[src/rtl/spi_port_consts.svh]
// register map, field positions, reset values and counts of the spi port
// assumes byte-wide registers on an 8-bit address space
`ifndef SPI_PORT_CONSTS_SVH
`define SPI_PORT_CONSTS_SVH
`define SPI_CTRL_ADDR 8'hc3
`define SPI_STAT_ADDR 8'hc4
`define SPI_DATA_ADDR 8'hc5
`define SPI_MASK_ADDR 8'hc6
`define SPI_CTRL_RST 8'h14
`define SPI_STAT_RST 8'h00
`define SPI_DATA_RST 8'h00
`define SPI_MASK_RST 8'h00
// spi_control fields
`define C_RATE2 7
`define C_EN 6
`define C_SSDIS 5
`define C_MASTER_SELECT_BIT 4
`define C_CLOCK_IDLE_POLARITY 3
`define C_CLOCK_SAMPLE_PHASE 2
`define C_RATE1 1
`define C_RATE0 0
// spi_status_flags fields, the mask register shares the layout
`define S_DONE 7
`define S_WRITE_COLLISION_FLAG 6
`define S_SELECT_ERROR_FLAG 5
`define S_MODE_FAULT_FLAG 4
`define S_TXE 3
`define S_ORDER 2
`define S_REMAP 1
`define S_TX_EMPTY_IRQ_ENABLE 0
// mask bit 0 is the global port interrupt enable
`define M_IRQEN 0
`define XFER_BITS 4'd8
`define RATE_TIMER 3'h7
`endif

[src/rtl/spi_port_pkg.sv]
// types shared by the spi port files
// assumes nothing beyond a SystemVerilog elaborator
package spi_port_pkg;
   typedef enum logic [1:0] {st_idle, st_arm, st_run} xfer_state_t;
endpackage

[src/rtl/pin_sync.sv]
// two flip-flop synchroniser for one pin input
// assumes the pin is asynchronous to sys_clk
`timescale 1ns/1ps
module pin_sync
#(
   parameter logic RST_VAL = 1'b0
)
(
   input wire logic sys_clk,
   input wire logic rst_n,
   input wire logic d,
   output logic q
);
   logic meta_q;
   always_ff @(posedge sys_clk or negedge rst_n)
   begin
      if (!rst_n)
      begin
         meta_q <= RST_VAL;
         q <= RST_VAL;
      end
      else
      begin
         meta_q <= d;
         q <= meta_q;
      end
   end
endmodule

[src/rtl/sck_rate_div.sv]
// half-period tick for the master serial clock
// assumes t1_ovf is a one-cycle pulse on sys_clk
`timescale 1ns/1ps
`include "spi_port_consts.svh"
module sck_rate_div
#(
   parameter int CNT_W = 6
)
(
   input wire logic sys_clk,
   input wire logic rst_n,
   input wire logic run,
   input wire logic [2:0] code,
   input wire logic t1_ovf,
   output logic tick
);
   logic [CNT_W-1:0] cnt_q;
   logic [CNT_W-1:0] limit;
   initial
   begin
      if (CNT_W < 6)
         $error("sck_rate_div: CNT_W must be at least 6");
   end
   // below code 7 the half period is 2**code clocks, so sck is the clock over 2**(code+1); code 7 ticks on t1_ovf
   always_comb
   begin
      limit = CNT_W'((8'd1 << code) - 8'd1);
      if (code == `RATE_TIMER)
         tick = run & t1_ovf;
      else
         tick = run & (cnt_q == limit);
   end
   always_ff @(posedge sys_clk or negedge rst_n)
   begin
      if (!rst_n)
         cnt_q <= '0;
      else if (!run || tick)
         cnt_q <= '0;
      else
         cnt_q <= cnt_q + 1'b1;
   end
endmodule

[src/rtl/spi_port.sv]
// byte-wide spi port, master or slave, with status, data and control regs
// assumes a single-cycle register port on sys_clk and raw pins outside
`timescale 1ns/1ps
`include "spi_port_consts.svh"
module spi_port
#(
   parameter int ADDR_W = 8
)
(
   input wire logic sys_clk,
   input wire logic rst_n,
   input wire logic [ADDR_W-1:0] addr,
   input wire logic [7:0] wr_data,
   input wire logic wr_stb,
   input wire logic rd_stb,
   output logic [7:0] rd_data,
   input wire logic t1_ovf,
   input wire logic sck_in,
   output logic sck_out,
   output logic sck_oe,
   input wire logic mosi_in,
   output logic mosi_out,
   output logic mosi_oe,
   input wire logic miso_in,
   output logic miso_out,
   output logic miso_oe,
   input wire logic ss_n_in,
   output logic irq
);
   import spi_port_pkg::*;

   logic sck_s;
   logic mosi_s;
   logic miso_s;
   logic ss_n_s;
   logic tick;
   logic ctrl_sel;
   logic stat_sel;
   logic data_sel;
   logic mask_sel;
   logic [7:0] ctrl_q;
   logic [7:0] mask_q;
   logic order_q;
   logic remap_q;
   logic tx_empty_irq_enable_q;
   logic done_q;
   logic write_collision_flag_q;
   logic select_error_flag_q;
   logic mode_fault_flag_q;
   logic txe_q;
   logic stat_seen_q;
   logic mode_fault_flag_seen_q;
   logic [7:0] rx_q;
   logic [7:0] tx_buf_q;
   logic tx_full_q;
   xfer_state_t state_q;
   logic [7:0] txs_q;
   logic [7:0] rxs_q;
   logic [3:0] cnt_q;
   logic phase_q;
   logic sck_d1_q;
   logic ss_d1_q;
   logic en;
   logic master_select_bit;
   logic clock_idle_polarity;
   logic clock_sample_phase;
   logic ssdis;
   logic slave_sel;
   logic shifting;
   logic lead;
   logic trail;
   logic sample;
   logic drive;
   logic finish;
   logic in_bit;
   logic out_bit;
   logic [7:0] rx_next;
   logic [3:0] cnt_next;
   logic master_go;
   logic slave_go;
   logic mode_fault_flag_evt;
   logic select_error_flag_evt;
   logic data_wr;
   logic data_acc;
   logic write_collision_flag_evt;
   logic ctrl_wr;
   logic stat_wr;
   logic disable_wr;

   initial
   begin
      if (ADDR_W < 8)
         $error("spi_port: ADDR_W must be at least 8");
   end

   pin_sync #(.RST_VAL(1'b0)) u_sync_sck
   (
      .sys_clk(sys_clk),
      .rst_n(rst_n),
      .d(sck_in),
      .q(sck_s)
   );
   pin_sync #(.RST_VAL(1'b0)) u_sync_mosi
   (
      .sys_clk(sys_clk),
      .rst_n(rst_n),
      .d(mosi_in),
      .q(mosi_s)
   );
   pin_sync #(.RST_VAL(1'b0)) u_sync_miso
   (
      .sys_clk(sys_clk),
      .rst_n(rst_n),
      .d(miso_in),
      .q(miso_s)
   );
   // select idles high so reset does not look like a selected slave
   pin_sync #(.RST_VAL(1'b1)) u_sync_ss
   (
      .sys_clk(sys_clk),
      .rst_n(rst_n),
      .d(ss_n_in),
      .q(ss_n_s)
   );

   sck_rate_div #(.CNT_W(6)) u_rate
   (
      .sys_clk(sys_clk),
      .rst_n(rst_n),
      .run(state_q == st_run && master_select_bit),
      .code({ctrl_q[`C_RATE2], ctrl_q[`C_RATE1], ctrl_q[`C_RATE0]}),
      .t1_ovf(t1_ovf),
      .tick(tick)
   );

   always_comb
   begin
      ctrl_sel = 1'b0;
      stat_sel = 1'b0;
      data_sel = 1'b0;
      mask_sel = 1'b0;
      if (addr == ADDR_W'(`SPI_CTRL_ADDR))
         ctrl_sel = 1'b1;
      else if (addr == ADDR_W'(`SPI_STAT_ADDR))
         stat_sel = 1'b1;
      else if (addr == ADDR_W'(`SPI_DATA_ADDR))
         data_sel = 1'b1;
      else if (addr == ADDR_W'(`SPI_MASK_ADDR))
         mask_sel = 1'b1;
   end

   always_comb
   begin
      en = ctrl_q[`C_EN];
      master_select_bit = ctrl_q[`C_MASTER_SELECT_BIT];
      clock_idle_polarity = ctrl_q[`C_CLOCK_IDLE_POLARITY];
      clock_sample_phase = ctrl_q[`C_CLOCK_SAMPLE_PHASE];
      ssdis = ctrl_q[`C_SSDIS];
      slave_sel = ssdis | ~ss_n_s;
      shifting = (state_q == st_run) || (state_q == st_arm);
      // master edges come from its own divider, slave edges from the pin
      if (master_select_bit)
      begin
         lead = tick & ~phase_q;
         trail = tick & phase_q;
      end
      else
      begin
         lead = shifting && (sck_s != sck_d1_q) && (sck_d1_q == clock_idle_polarity);
         trail = shifting && (sck_s != sck_d1_q) && (sck_d1_q != clock_idle_polarity);
      end
      sample = clock_sample_phase ? trail : lead;
      // with late phase the first bit is already on the line
      drive = clock_sample_phase ? (lead && cnt_q != 4'd0) : trail;
      in_bit = master_select_bit ? miso_s : mosi_s;
      out_bit = order_q ? txs_q[0] : txs_q[7];
      rx_next = order_q ? {in_bit, rxs_q[7:1]} : {rxs_q[6:0], in_bit};
      cnt_next = cnt_q + {3'd0, sample};
      finish = (master_select_bit ? trail : sample) && (cnt_next == `XFER_BITS);
      master_go = state_q == st_idle && en && master_select_bit && tx_full_q;
      // only a leading edge starts a byte; the last byte's trailing edge
      // arrives while already re-armed and must not start another
      slave_go = state_q == st_arm && lead;
      mode_fault_flag_evt = en && master_select_bit && !ssdis && !ss_n_s;
      select_error_flag_evt = state_q == st_run && !master_select_bit && !ssdis && ss_n_s
         && !ss_d1_q;
      data_wr = wr_stb && data_sel;
      data_acc = data_sel && (wr_stb || rd_stb);
      write_collision_flag_evt = data_wr && state_q == st_run;
      ctrl_wr = wr_stb && ctrl_sel;
      stat_wr = wr_stb && stat_sel;
      disable_wr = ctrl_wr && !wr_data[`C_EN];
   end

   always_ff @(posedge sys_clk or negedge rst_n)
   begin
      if (!rst_n)
         ctrl_q <= `SPI_CTRL_RST;
      else if (mode_fault_flag_evt)
      begin
         ctrl_q <= ctrl_q;
         ctrl_q[`C_EN] <= 1'b0;
         ctrl_q[`C_MASTER_SELECT_BIT] <= 1'b0;
      end
      else if (ctrl_wr)
         ctrl_q <= wr_data;
   end

   always_ff @(posedge sys_clk or negedge rst_n)
   begin
      if (!rst_n)
      begin
         mask_q <= `SPI_MASK_RST;
         order_q <= 1'b0;
         remap_q <= 1'b0;
         tx_empty_irq_enable_q <= 1'b0;
      end
      else
      begin
         if (wr_stb && mask_sel)
            mask_q <= wr_data;
         if (stat_wr)
         begin
            order_q <= wr_data[`S_ORDER];
            remap_q <= wr_data[`S_REMAP];
            tx_empty_irq_enable_q <= wr_data[`S_TX_EMPTY_IRQ_ENABLE];
         end
      end
   end

   // clear sequences: a status read arms, the following access clears
   always_ff @(posedge sys_clk or negedge rst_n)
   begin
      if (!rst_n)
      begin
         stat_seen_q <= 1'b0;
         mode_fault_flag_seen_q <= 1'b0;
      end
      else
      begin
         if (stat_sel && (rd_stb || wr_stb))
            stat_seen_q <= 1'b1;
         else if (data_acc)
            stat_seen_q <= 1'b0;
         if (stat_sel && rd_stb && mode_fault_flag_q)
            mode_fault_flag_seen_q <= 1'b1;
         else if (ctrl_wr)
            mode_fault_flag_seen_q <= 1'b0;
      end
   end

   // every flag lets a hardware set win over a clear in the same cycle
   always_ff @(posedge sys_clk or negedge rst_n)
   begin
      if (!rst_n)
      begin
         done_q <= 1'b0;
         write_collision_flag_q <= 1'b0;
         select_error_flag_q <= 1'b0;
         mode_fault_flag_q <= 1'b0;
         txe_q <= 1'b0;
      end
      else
      begin
         if (finish)
            done_q <= 1'b1;
         else if ((stat_seen_q && data_acc)
            || (stat_wr && wr_data[`S_DONE]))
            done_q <= 1'b0;
         if (write_collision_flag_evt)
            write_collision_flag_q <= 1'b1;
         else if ((stat_seen_q && data_acc)
            || (stat_wr && wr_data[`S_WRITE_COLLISION_FLAG]))
            write_collision_flag_q <= 1'b0;
         if (select_error_flag_evt)
            select_error_flag_q <= 1'b1;
         else if (disable_wr)
            select_error_flag_q <= 1'b0;
         if (mode_fault_flag_evt)
            mode_fault_flag_q <= 1'b1;
         else if ((mode_fault_flag_seen_q && ctrl_wr)
            || (stat_wr && wr_data[`S_MODE_FAULT_FLAG]))
            mode_fault_flag_q <= 1'b0;
         if (master_go || (slave_go && tx_full_q))
            txe_q <= 1'b1;
         else if ((data_wr && !write_collision_flag_evt)
            || (stat_wr && wr_data[`S_TXE]))
            txe_q <= 1'b0;
      end
   end

   // transmit buffer: a collided write is dropped
   always_ff @(posedge sys_clk or negedge rst_n)
   begin
      if (!rst_n)
      begin
         tx_buf_q <= `SPI_DATA_RST;
         tx_full_q <= 1'b0;
      end
      else if (data_wr && !write_collision_flag_evt)
      begin
         tx_buf_q <= wr_data;
         tx_full_q <= 1'b1;
      end
      else if (!en || master_go || (slave_go && tx_full_q))
         tx_full_q <= 1'b0;
   end

   always_ff @(posedge sys_clk or negedge rst_n)
   begin
      if (!rst_n)
      begin
         state_q <= st_idle;
         cnt_q <= 4'd0;
         phase_q <= 1'b0;
      end
      else if (!en || mode_fault_flag_evt || select_error_flag_evt || finish)
      begin
         state_q <= st_idle;
         cnt_q <= 4'd0;
         phase_q <= 1'b0;
      end
      else
      begin
         case (state_q)
            st_idle:
            begin
               if (master_go)
                  state_q <= st_run;
               else if (!master_select_bit && slave_sel)
                  state_q <= st_arm;
            end
            st_arm:
            begin
               if (!slave_sel)
                  state_q <= st_idle;
               else if (slave_go)
                  state_q <= st_run;
            end
            default:
            begin
               state_q <= st_run;
            end
         endcase
         if (state_q != st_idle)
         begin
            cnt_q <= cnt_next;
            if (tick)
               phase_q <= ~phase_q;
         end
      end
   end

   // shifters; an armed slave keeps reloading until the first edge
   always_ff @(posedge sys_clk or negedge rst_n)
   begin
      if (!rst_n)
      begin
         txs_q <= 8'h00;
         rxs_q <= 8'h00;
         rx_q <= `SPI_DATA_RST;
      end
      else
      begin
         if (master_go)
            txs_q <= tx_buf_q;
         else if (state_q == st_arm && !lead)
            txs_q <= tx_full_q ? tx_buf_q : rx_q;
         else if (drive)
            txs_q <= order_q ? {1'b0, txs_q[7:1]} : {txs_q[6:0], 1'b0};
         if (sample)
            rxs_q <= rx_next;
         if (finish)
            rx_q <= sample ? rx_next : rxs_q;
      end
   end

   always_ff @(posedge sys_clk or negedge rst_n)
   begin
      if (!rst_n)
      begin
         sck_d1_q <= 1'b0;
         ss_d1_q <= 1'b1;
      end
      else
      begin
         sck_d1_q <= sck_s;
         ss_d1_q <= ss_n_s;
      end
   end

   // pins are registered so every output leaves a flip-flop
   always_ff @(posedge sys_clk or negedge rst_n)
   begin
      if (!rst_n)
      begin
         sck_out <= 1'b0;
         sck_oe <= 1'b0;
         mosi_out <= 1'b0;
         mosi_oe <= 1'b0;
         miso_out <= 1'b0;
         miso_oe <= 1'b0;
      end
      else
      begin
         sck_out <= clock_idle_polarity ^ phase_q;
         sck_oe <= en && master_select_bit;
         mosi_out <= out_bit;
         mosi_oe <= en && master_select_bit;
         miso_out <= out_bit;
         miso_oe <= en && !master_select_bit && slave_sel;
      end
   end

   always_ff @(posedge sys_clk or negedge rst_n)
   begin
      if (!rst_n)
         rd_data <= 8'h00;
      else if (!rd_stb)
         rd_data <= 8'h00;
      else if (ctrl_sel)
         rd_data <= ctrl_q;
      else if (stat_sel)
         rd_data <= {done_q, write_collision_flag_q, select_error_flag_q, mode_fault_flag_q, txe_q, order_q,
            remap_q, tx_empty_irq_enable_q};
      else if (data_sel)
         rd_data <= rx_q;
      else if (mask_sel)
         rd_data <= mask_q;
      else
         rd_data <= 8'h00;
   end

   // collision and select error never reach the interrupt
   always_ff @(posedge sys_clk or negedge rst_n)
   begin
      if (!rst_n)
         irq <= 1'b0;
      else
         irq <= mask_q[`M_IRQEN] && ((done_q && mask_q[`S_DONE])
            || (mode_fault_flag_q && mask_q[`S_MODE_FAULT_FLAG])
            || (txe_q && tx_empty_irq_enable_q && mask_q[`S_TXE]));
   end
endmodule

[config.mk]
export PLATFORM = sky130hd
export DESIGN_NAME = spi_port
export DESIGN_NICKNAME = d
export VERILOG_FILES = /design/src/rtl/spi_port_pkg.sv /design/src/rtl/pin_sync.sv /design/src/rtl/sck_rate_div.sv /design/src/rtl/spi_port.sv
export VERILOG_INCLUDE_DIRS = /design/src /design/src/rtl
export SDC_FILE = /design/constraint.sdc
export NUM_CORES = 1
export LEC_CHECK = 0
export BUFFER_PORTS_ARGS = -buffer_cell sky130_fd_sc_hd__buf_2
export CAP_MARGIN = 20
export CORE_MARGIN = 4
export CORE_UTILIZATION = 45
export CTS_BUF_LIST = sky130_fd_sc_hd__clkbuf_8
export CTS_CLUSTER_SIZE = 24
export DETAILED_ROUTE_END_ITERATION = 8
export MAX_ROUTING_LAYER = met4
export PLACE_DENSITY_LB_ADDON = 0.25
export RECOVER_POWER = 50
export SYNTH_ARGS = -nofsm -noshare
export SYNTH_HDL_FRONTEND = slang
export SYNTH_SLANG_ARGS = --single-unit
[constraint.sdc]
create_clock -name sys_clk -period 10.24 [get_ports sys_clk]
set_clock_uncertainty 0.05 [all_clocks]
set_input_delay 2.048 -clock sys_clk [delete_from_list [all_inputs] [get_ports sys_clk]]
set_output_delay 2.048 -clock sys_clk [all_outputs]
set_load 0.05 [all_outputs]
After elaboration in Yosys (flattened, before gate mapping)
Cells that the tools add are included.

Flip-flop bits (word level): 95. Bits of input ports: 25. Output and inout bits: 15. Logic and storage cells: 211.

$add $sub $neg: 3. Equal/unequal tests: 14. Shifts and indexed selects: 1. Multiplexer cells: 60. Bitwise logic cells: 9. Reductions and logical operators: 86.

Operators by type and width (count): 8-bit 2-to-1 mux (12); 1-bit logical AND (44); 1-bit 2-to-1 mux (37); 8-bit == test (second input constant) (4); 2-bit nonzero test (12); 1-bit logical OR (15); 7-bit 2-to-1 mux (2); 2-bit 2-to-1 mux (5); 1-bit zero test (9); 4-bit 2-to-1 mux (2); 6-bit by 1-bit adder with 6-bit output (second input constant) (1); 6-bit == test (1); 6-bit 2-to-1 mux (1); 2-bit AND reduction (3); 1-bit by 3-bit left shift with 6-bit output (first input constant) (1); 6-bit by 1-bit subtractor with 6-bit output (second input constant) (1); 4-bit by 1-bit adder with 4-bit output (1); 1-bit AND (4); 4-bit == test (second input constant) (1); 4-bit by 2-bit != test with 1-bit output (second input constant) (1); 4-bit != test (second input constant) (1); 2-bit case mux with 2 select lines (1); 4-bit nonzero test (1); 3-bit == test (second input constant) (1); 9 further kinds (12).

Logic depth before layout (Yosys ltp)
Depth after elaboration: 14. Gate-level depth with buffers: 20. Depth with buffers taken out: 16.

Hierarchy
A second synthesis with hierarchy kept.

Cell total of the unflattened synthesis: 428. Area, all modules: 4829.6 um2.

Modules (own cells, without submodules): spi_port (instances 1, cells an instance 369, area each 4151.5 um2, sequential area each 2030.7 um2); sck_rate_div (instances 1, cells an instance 51, area each 475.5 um2, sequential area each 150.1 um2); pin_sync (u_sync_miso ...) (instances 3, cells an instance 2, area each 50.0 um2, sequential area each 50.0 um2); pin_sync (u_sync_ss) (instances 1, cells an instance 2, area each 52.6 um2, sequential area each 52.6 um2).

Worst setup path after synthesis
Ideal clock, no wire load.

Path type: input to register. Start point: input t1_ovf. End point: register rx_q[0]. Setup time: 0.125 ns. Data arrival time: 5.338 ns. Data required time: 10.065 ns. Path slack: 4.727 ns. Stages on the path: 16. Buffers on the path: 3. Cells stage by stage: nand4_1 > nor2_1 > mux2_2 > a311o_2 > a21bo_1 > buf_2 > buf_1 > inv_2 > ha_1 > ha_1 > nor3b_1 > a31oi_1 > a2111o_1 > or2_1 > buf_4 > mux2_4.

Longest elaborated chain between the ends: 8. Elaborated cells between the ends (all ways): 12.

Ends and longest elaborated chain: start, declared (RTL line spi_port.sv:17) `input wire logic t1_ovf,`; 1-bit AND (*) (RTL line sck_rate_div.sv:29) `tick = run & t1_ovf;`; 1-bit 2-to-1 mux (*) (RTL line sck_rate_div.sv:28) `` if (code == `RATE_TIMER) ``; 1-bit AND, on equally long branches (RTL line spi_port.sv:164, spi_port.sv:165); 1-bit 2-to-1 mux (RTL line spi_port.sv:162) `if (master_select_bit)`; 1-bit 2-to-1 mux (RTL line spi_port.sv:172) `sample = clock_sample_phase ? trail : lead;`; 4-bit by 1-bit adder with 4-bit output (RTL line spi_port.sv:178) `cnt_next = cnt_q + {3'd0, sample};`; 4-bit == test (no line); 1-bit logical AND (RTL line spi_port.sv:179) `` finish = (master_select_bit ? trail : sample) && (cnt_next == `XFER_BITS); ``; end signal, assigned (RTL line spi_port.sv:361) `` rx_q <= `SPI_DATA_RST; ``; end signal, assigned (RTL line spi_port.sv:374) `rx_q <= sample ? rx_next : rxs_q;`; end, declared (RTL line spi_port.sv:53) `logic [7:0] rx_q;`.

Mark *: on every way between the ends. The rest lies on a longest branch, timed or not. A chain may end at the register's enable or synchronous reset.

==> qor.log <==
[critical_path] RR Startpoint ctrl_q[7]
[timing] Period minus WS final 6240 ps
[logic_synthesis] async set-or-reset flop fraction in the synthesized netlist 100%
[logic_synthesis] Distinct cells, synth 64
[critical_path] Worst Setup End Kind asynchronous set/reset pin
[timing] relative max-transition margin -158%
[critical_path] Arr. time, crit path 5770 ps
[global_routing] wire length of the first global-routing pass 17800 um
[place] weighted congestion at the end of routability-driven global placement 0.868
[critical_path] Crit Path Class primary input to asynchronous set/reset pin
[min_path] cell depth of the worst hold path 0
[timing] max-slew violation total from the final report 74
[timing] total count of hold-check failures in the final report 0
[logic_synthesis] Post-synth EDFFs 0
[final_layout] count of nets after finishing 494
[place] Post-Place Cells 586
[timing] final setup TNS 0 ps
[global_routing] vias in the first global route 3498
[min_path] beginning of the worst hold path u_sync_mosi.meta_q
[clock_tree] post-CTS repair timing setup buffer count 0
[power] leakage power figure 2.42 nW
[logic_synthesis] Synth Instances 434
[critical_path] length in cells of the worst reg-to-reg path 16
[global_routing] total global-route track usage 18.6%
[outcome] outcome finished with violations
[logic_synthesis] synthesized netlist net count 466
[logic_synthesis] post-synthesis average cell area 11.0 um^2
[power] total chip power 694 uW
[detailed_routing] vias after detailed routing 3453
[final_layout] fraction of layout instances using a drive strength above 1 21.2%
[final_layout] Filler Cell Count 942
[clock_tree] clock sink count 95
[clock_tree] hold buffer count at cts 0
[logic_synthesis] sequential cell area fraction in the yosys report 50.1%
[timing] final setup violation count 0
[critical_path] cell repeated most along the worst path clkbuf_1
[floorplanning] cell row count 37
[timing] unrepaired setup endpoints after global routing false
[final_layout] share of the core filled with cells 50.4%
[logic_synthesis] warning count from the yosys run 0
[global_routing] largest net degree at the start of global routing 74
[flow_run] number of max-capacitance violations reported 1
[clock_tree] number of buffers inserted during clock tree synthesis 9
[critical_path] data required time of the critical path 9770 ps
[floorplanning] area of the die 12300 um^2
[floorplanning] die width 111 um
[power] Power per Cell Area 133 nW/um^2
[clock_tree] clock transition at the registers of the reported paths 80 ps
[detailed_routing] Routed WL per cell 17.6 um
[critical_path] reg-to-reg setup timing slack 5020 ps
[floorplanning] area of the placeable core 10300 um^2
[min_path] endpoint of the worst hold-timing path u_sync_mosi.q
[final_layout] Layout area overhead 9.33%
[floorplanning] I/O pins 40
[critical_path] Critical Path, Cell by Cell clkbuf_1, clkbuf_1
[final_layout] final cell count without fillers 603
[clock_tree] buffer depth of the longest clock path 2
[clock_tree] clock tree from TritonCTS done
[detailed_routing] starting DRC count in detailed routing 226
[critical_path] Max FO, Critical Path 73
[min_path] kind of path behind the tightest hold check register to register
[logic_synthesis] #FFs+latches synth 95
[timing] Worst Tran Pin Value 3870 ps
[global_routing] number of antenna violations at the first check in global routing 0
[critical_path] kind of cell with the highest combined delay on the critical path buffers and inverters
[clock_tree] clock root buffer master clkbuf_8
[detailed_routing] Pre-antenna DRT Iters 5
[detailed_routing] drc violations 0
[place] half-perimeter wire length of the detailed placement result 7790 um
[outcome] violations in the final reports capacitance limit, slew limit
[floorplanning] die extent in y 111 um
[detailed_routing] Antenna Nets Post-Route 0
[critical_path] CP startpoint kind primary input
[final_layout] most frequent cells in the layout dfrtp_1, buf_2, nand2_1
[clock_tree] PostCTS Resize Cnt 0
[detailed_routing] DRT Wirelength 10600 um
[final_layout] antenna diode count 0
[detailed_routing] vias per cell 5.73
[global_routing] total congestion overflow 0
[final_layout] most frequent standard cell in the layout excluding fill and tap cells dfrtp_1
[critical_path] Largest stage delay, worst path 2800 ps
[clock_tree] clock network latency to the later pin of the worst-skew pair 360 ps
[place] count of port buffers added during placement 39
[power] maximum VDD drop 100 uV
[critical_path] Buf+Inv Stages, Crit Path 2
[critical_path] standard cell with the maximum stage delay on the critical path clkbuf_1
[timing] f_max 0.160 GHz
[logic_synthesis] post-synthesis instance area 4760 um^2
[clock_tree] CTS HTree Levels 3
[logic_synthesis] ys flop type dfrtp_1
[timing] final critical-path share of the clock period 60.9%
[critical_path] reg2reg end rx_q[7]
[floorplanning] starting density of the core 46.1%
==> synth_stat cells, drive strengths merged (2+ instances only) <==
| cell | number | area, um^2 |
|---|---|---|
| a21boi | 2 | 15.0 |
| a21oi | 9 | 48.8 |
| a221o | 8 | 80.1 |
| a22oi | 9 | 67.6 |
| a311oi | 2 | 23.8 |
| a32o | 2 | 20.0 |
| and2 | 2 | 12.5 |
| and3 | 3 | 18.8 |
| and3b | 3 | 26.3 |
| and4b | 2 | 20.0 |
| buf | 7 | 40.0 |
| clkbuf | 18 | 67.6 |
| dfrtp | 90 | 2250 |
| dfstp | 5 | 131 |
| ha | 7 | 87.6 |
| inv | 9 | 33.8 |
| mux2 | 48 | 548 |
| mux2i | 19 | 190 |
| nand2 | 37 | 139 |
| nand2b | 3 | 18.8 |
| nand3 | 13 | 65.1 |
| nand4b | 2 | 17.5 |
| nor2 | 23 | 86.3 |
| nor2b | 14 | 87.6 |
| nor3 | 16 | 80.1 |
| nor3b | 2 | 15.0 |
| nor4 | 3 | 40.0 |
| nor4b | 3 | 26.3 |
| o2111ai | 2 | 17.5 |
| o21ai | 29 | 145 |
| o22ai | 8 | 50.1 |
| or2 | 2 | 12.5 |
| or3 | 2 | 12.5 |
| xnor2 | 6 | 52.6 |
| xor2 | 7 | 61.3 |
==> metrics by stage <==
step / area, um^2 / hold slack (ps) / worst slack, ps
2_1_floorplan: 4760 / 281 / 4730
3_3_place_gp: 5040 / 289 / 4570
3_5_place_dp: 5040 / 285 / 4490
4_1_cts: 5210 / 304 / 4880
5_1_grt: 5200 / 310 / 2940
6_report: 5200 / 302 / 4000
==> sequential cells by signal (all words and copies together), names as in the netlist, 2 cells and up <==
register      cells
mask_q            8
rx_q              8
txs_q             8
cnt_q             4
rd_data           8
state_q           2
u_rate.cnt_q      6
tx_buf_q          8
rxs_q             8
ctrl_q            8
==> worst max path at each step <==
| stage | to | startpoint | slack, ps | cells past startpoint |
|---|---|---|---|---|
| after floorplan | rx_q[0] | t1_ovf | 4730 | 16 |
| after global placement | rx_q[7] | t1_ovf | 4570 | 14 |
| after detailed placement | rx_q[7] | t1_ovf | 4490 | 14 |
| after CTS | rx_q[7] | t1_ovf | 4880 | 14 |
| after global routing | txs_q[0] | rst_n | 2940 | 2 |
| final | txs_q[1] | rst_n | 4000 | 2 |
==> power by group <==
group          total [mW]  internal (mW)  leakage [nW]  switching [mW]
Combinational      0.0712         0.0294          1.04          0.0418
Clock               0.220         0.0979         0.104           0.122
Sequential          0.403          0.389          1.28          0.0139
Total               0.694          0.516          2.42           0.178
==> final cells by class <==
class                           instances  area (um^2)  area share (%)
Clock buffer                           11          151            2.91
Multi-Input combinational cell        305         2240            43.0
Inverter                                9         33.8           0.649
Tap cell                              136          170            3.27
Sequential cell                        95         2380            45.8
Timing Repair Buffer                   42          210            4.04
Clock inverter                          5         20.0           0.385
==> per-layer routing <==
| layer | vias up | track usage, % | routed length, um |
|---|---|---|---|
| met4 | 0 | 5.09 | 104 |
| met5 | - | - | 0 |
| met3 | 9 | 4.04 | 617 |
| met1 | 1700 | 24.8 | 4890 |
| met2 | 113 | 28.8 | 5000 |
| li1 | 1631 | - | - |
==> cells by family after synthesis <==
| kind of cell | after synthesis | share of synthesized area [%] |
|---|---|---|
| simple gates | 133 | 14.7 |
| flops | 95 | 50.1 |
| compound gates | 85 | 12.5 |
| mux | 67 | 15.5 |
| buf+inv | 34 | 2.97 |
| xor+xnor | 13 | 2.39 |
| fa+ha+maj | 7 | 1.84 |
No activity file was read; power rests on OpenSTA's default activity.
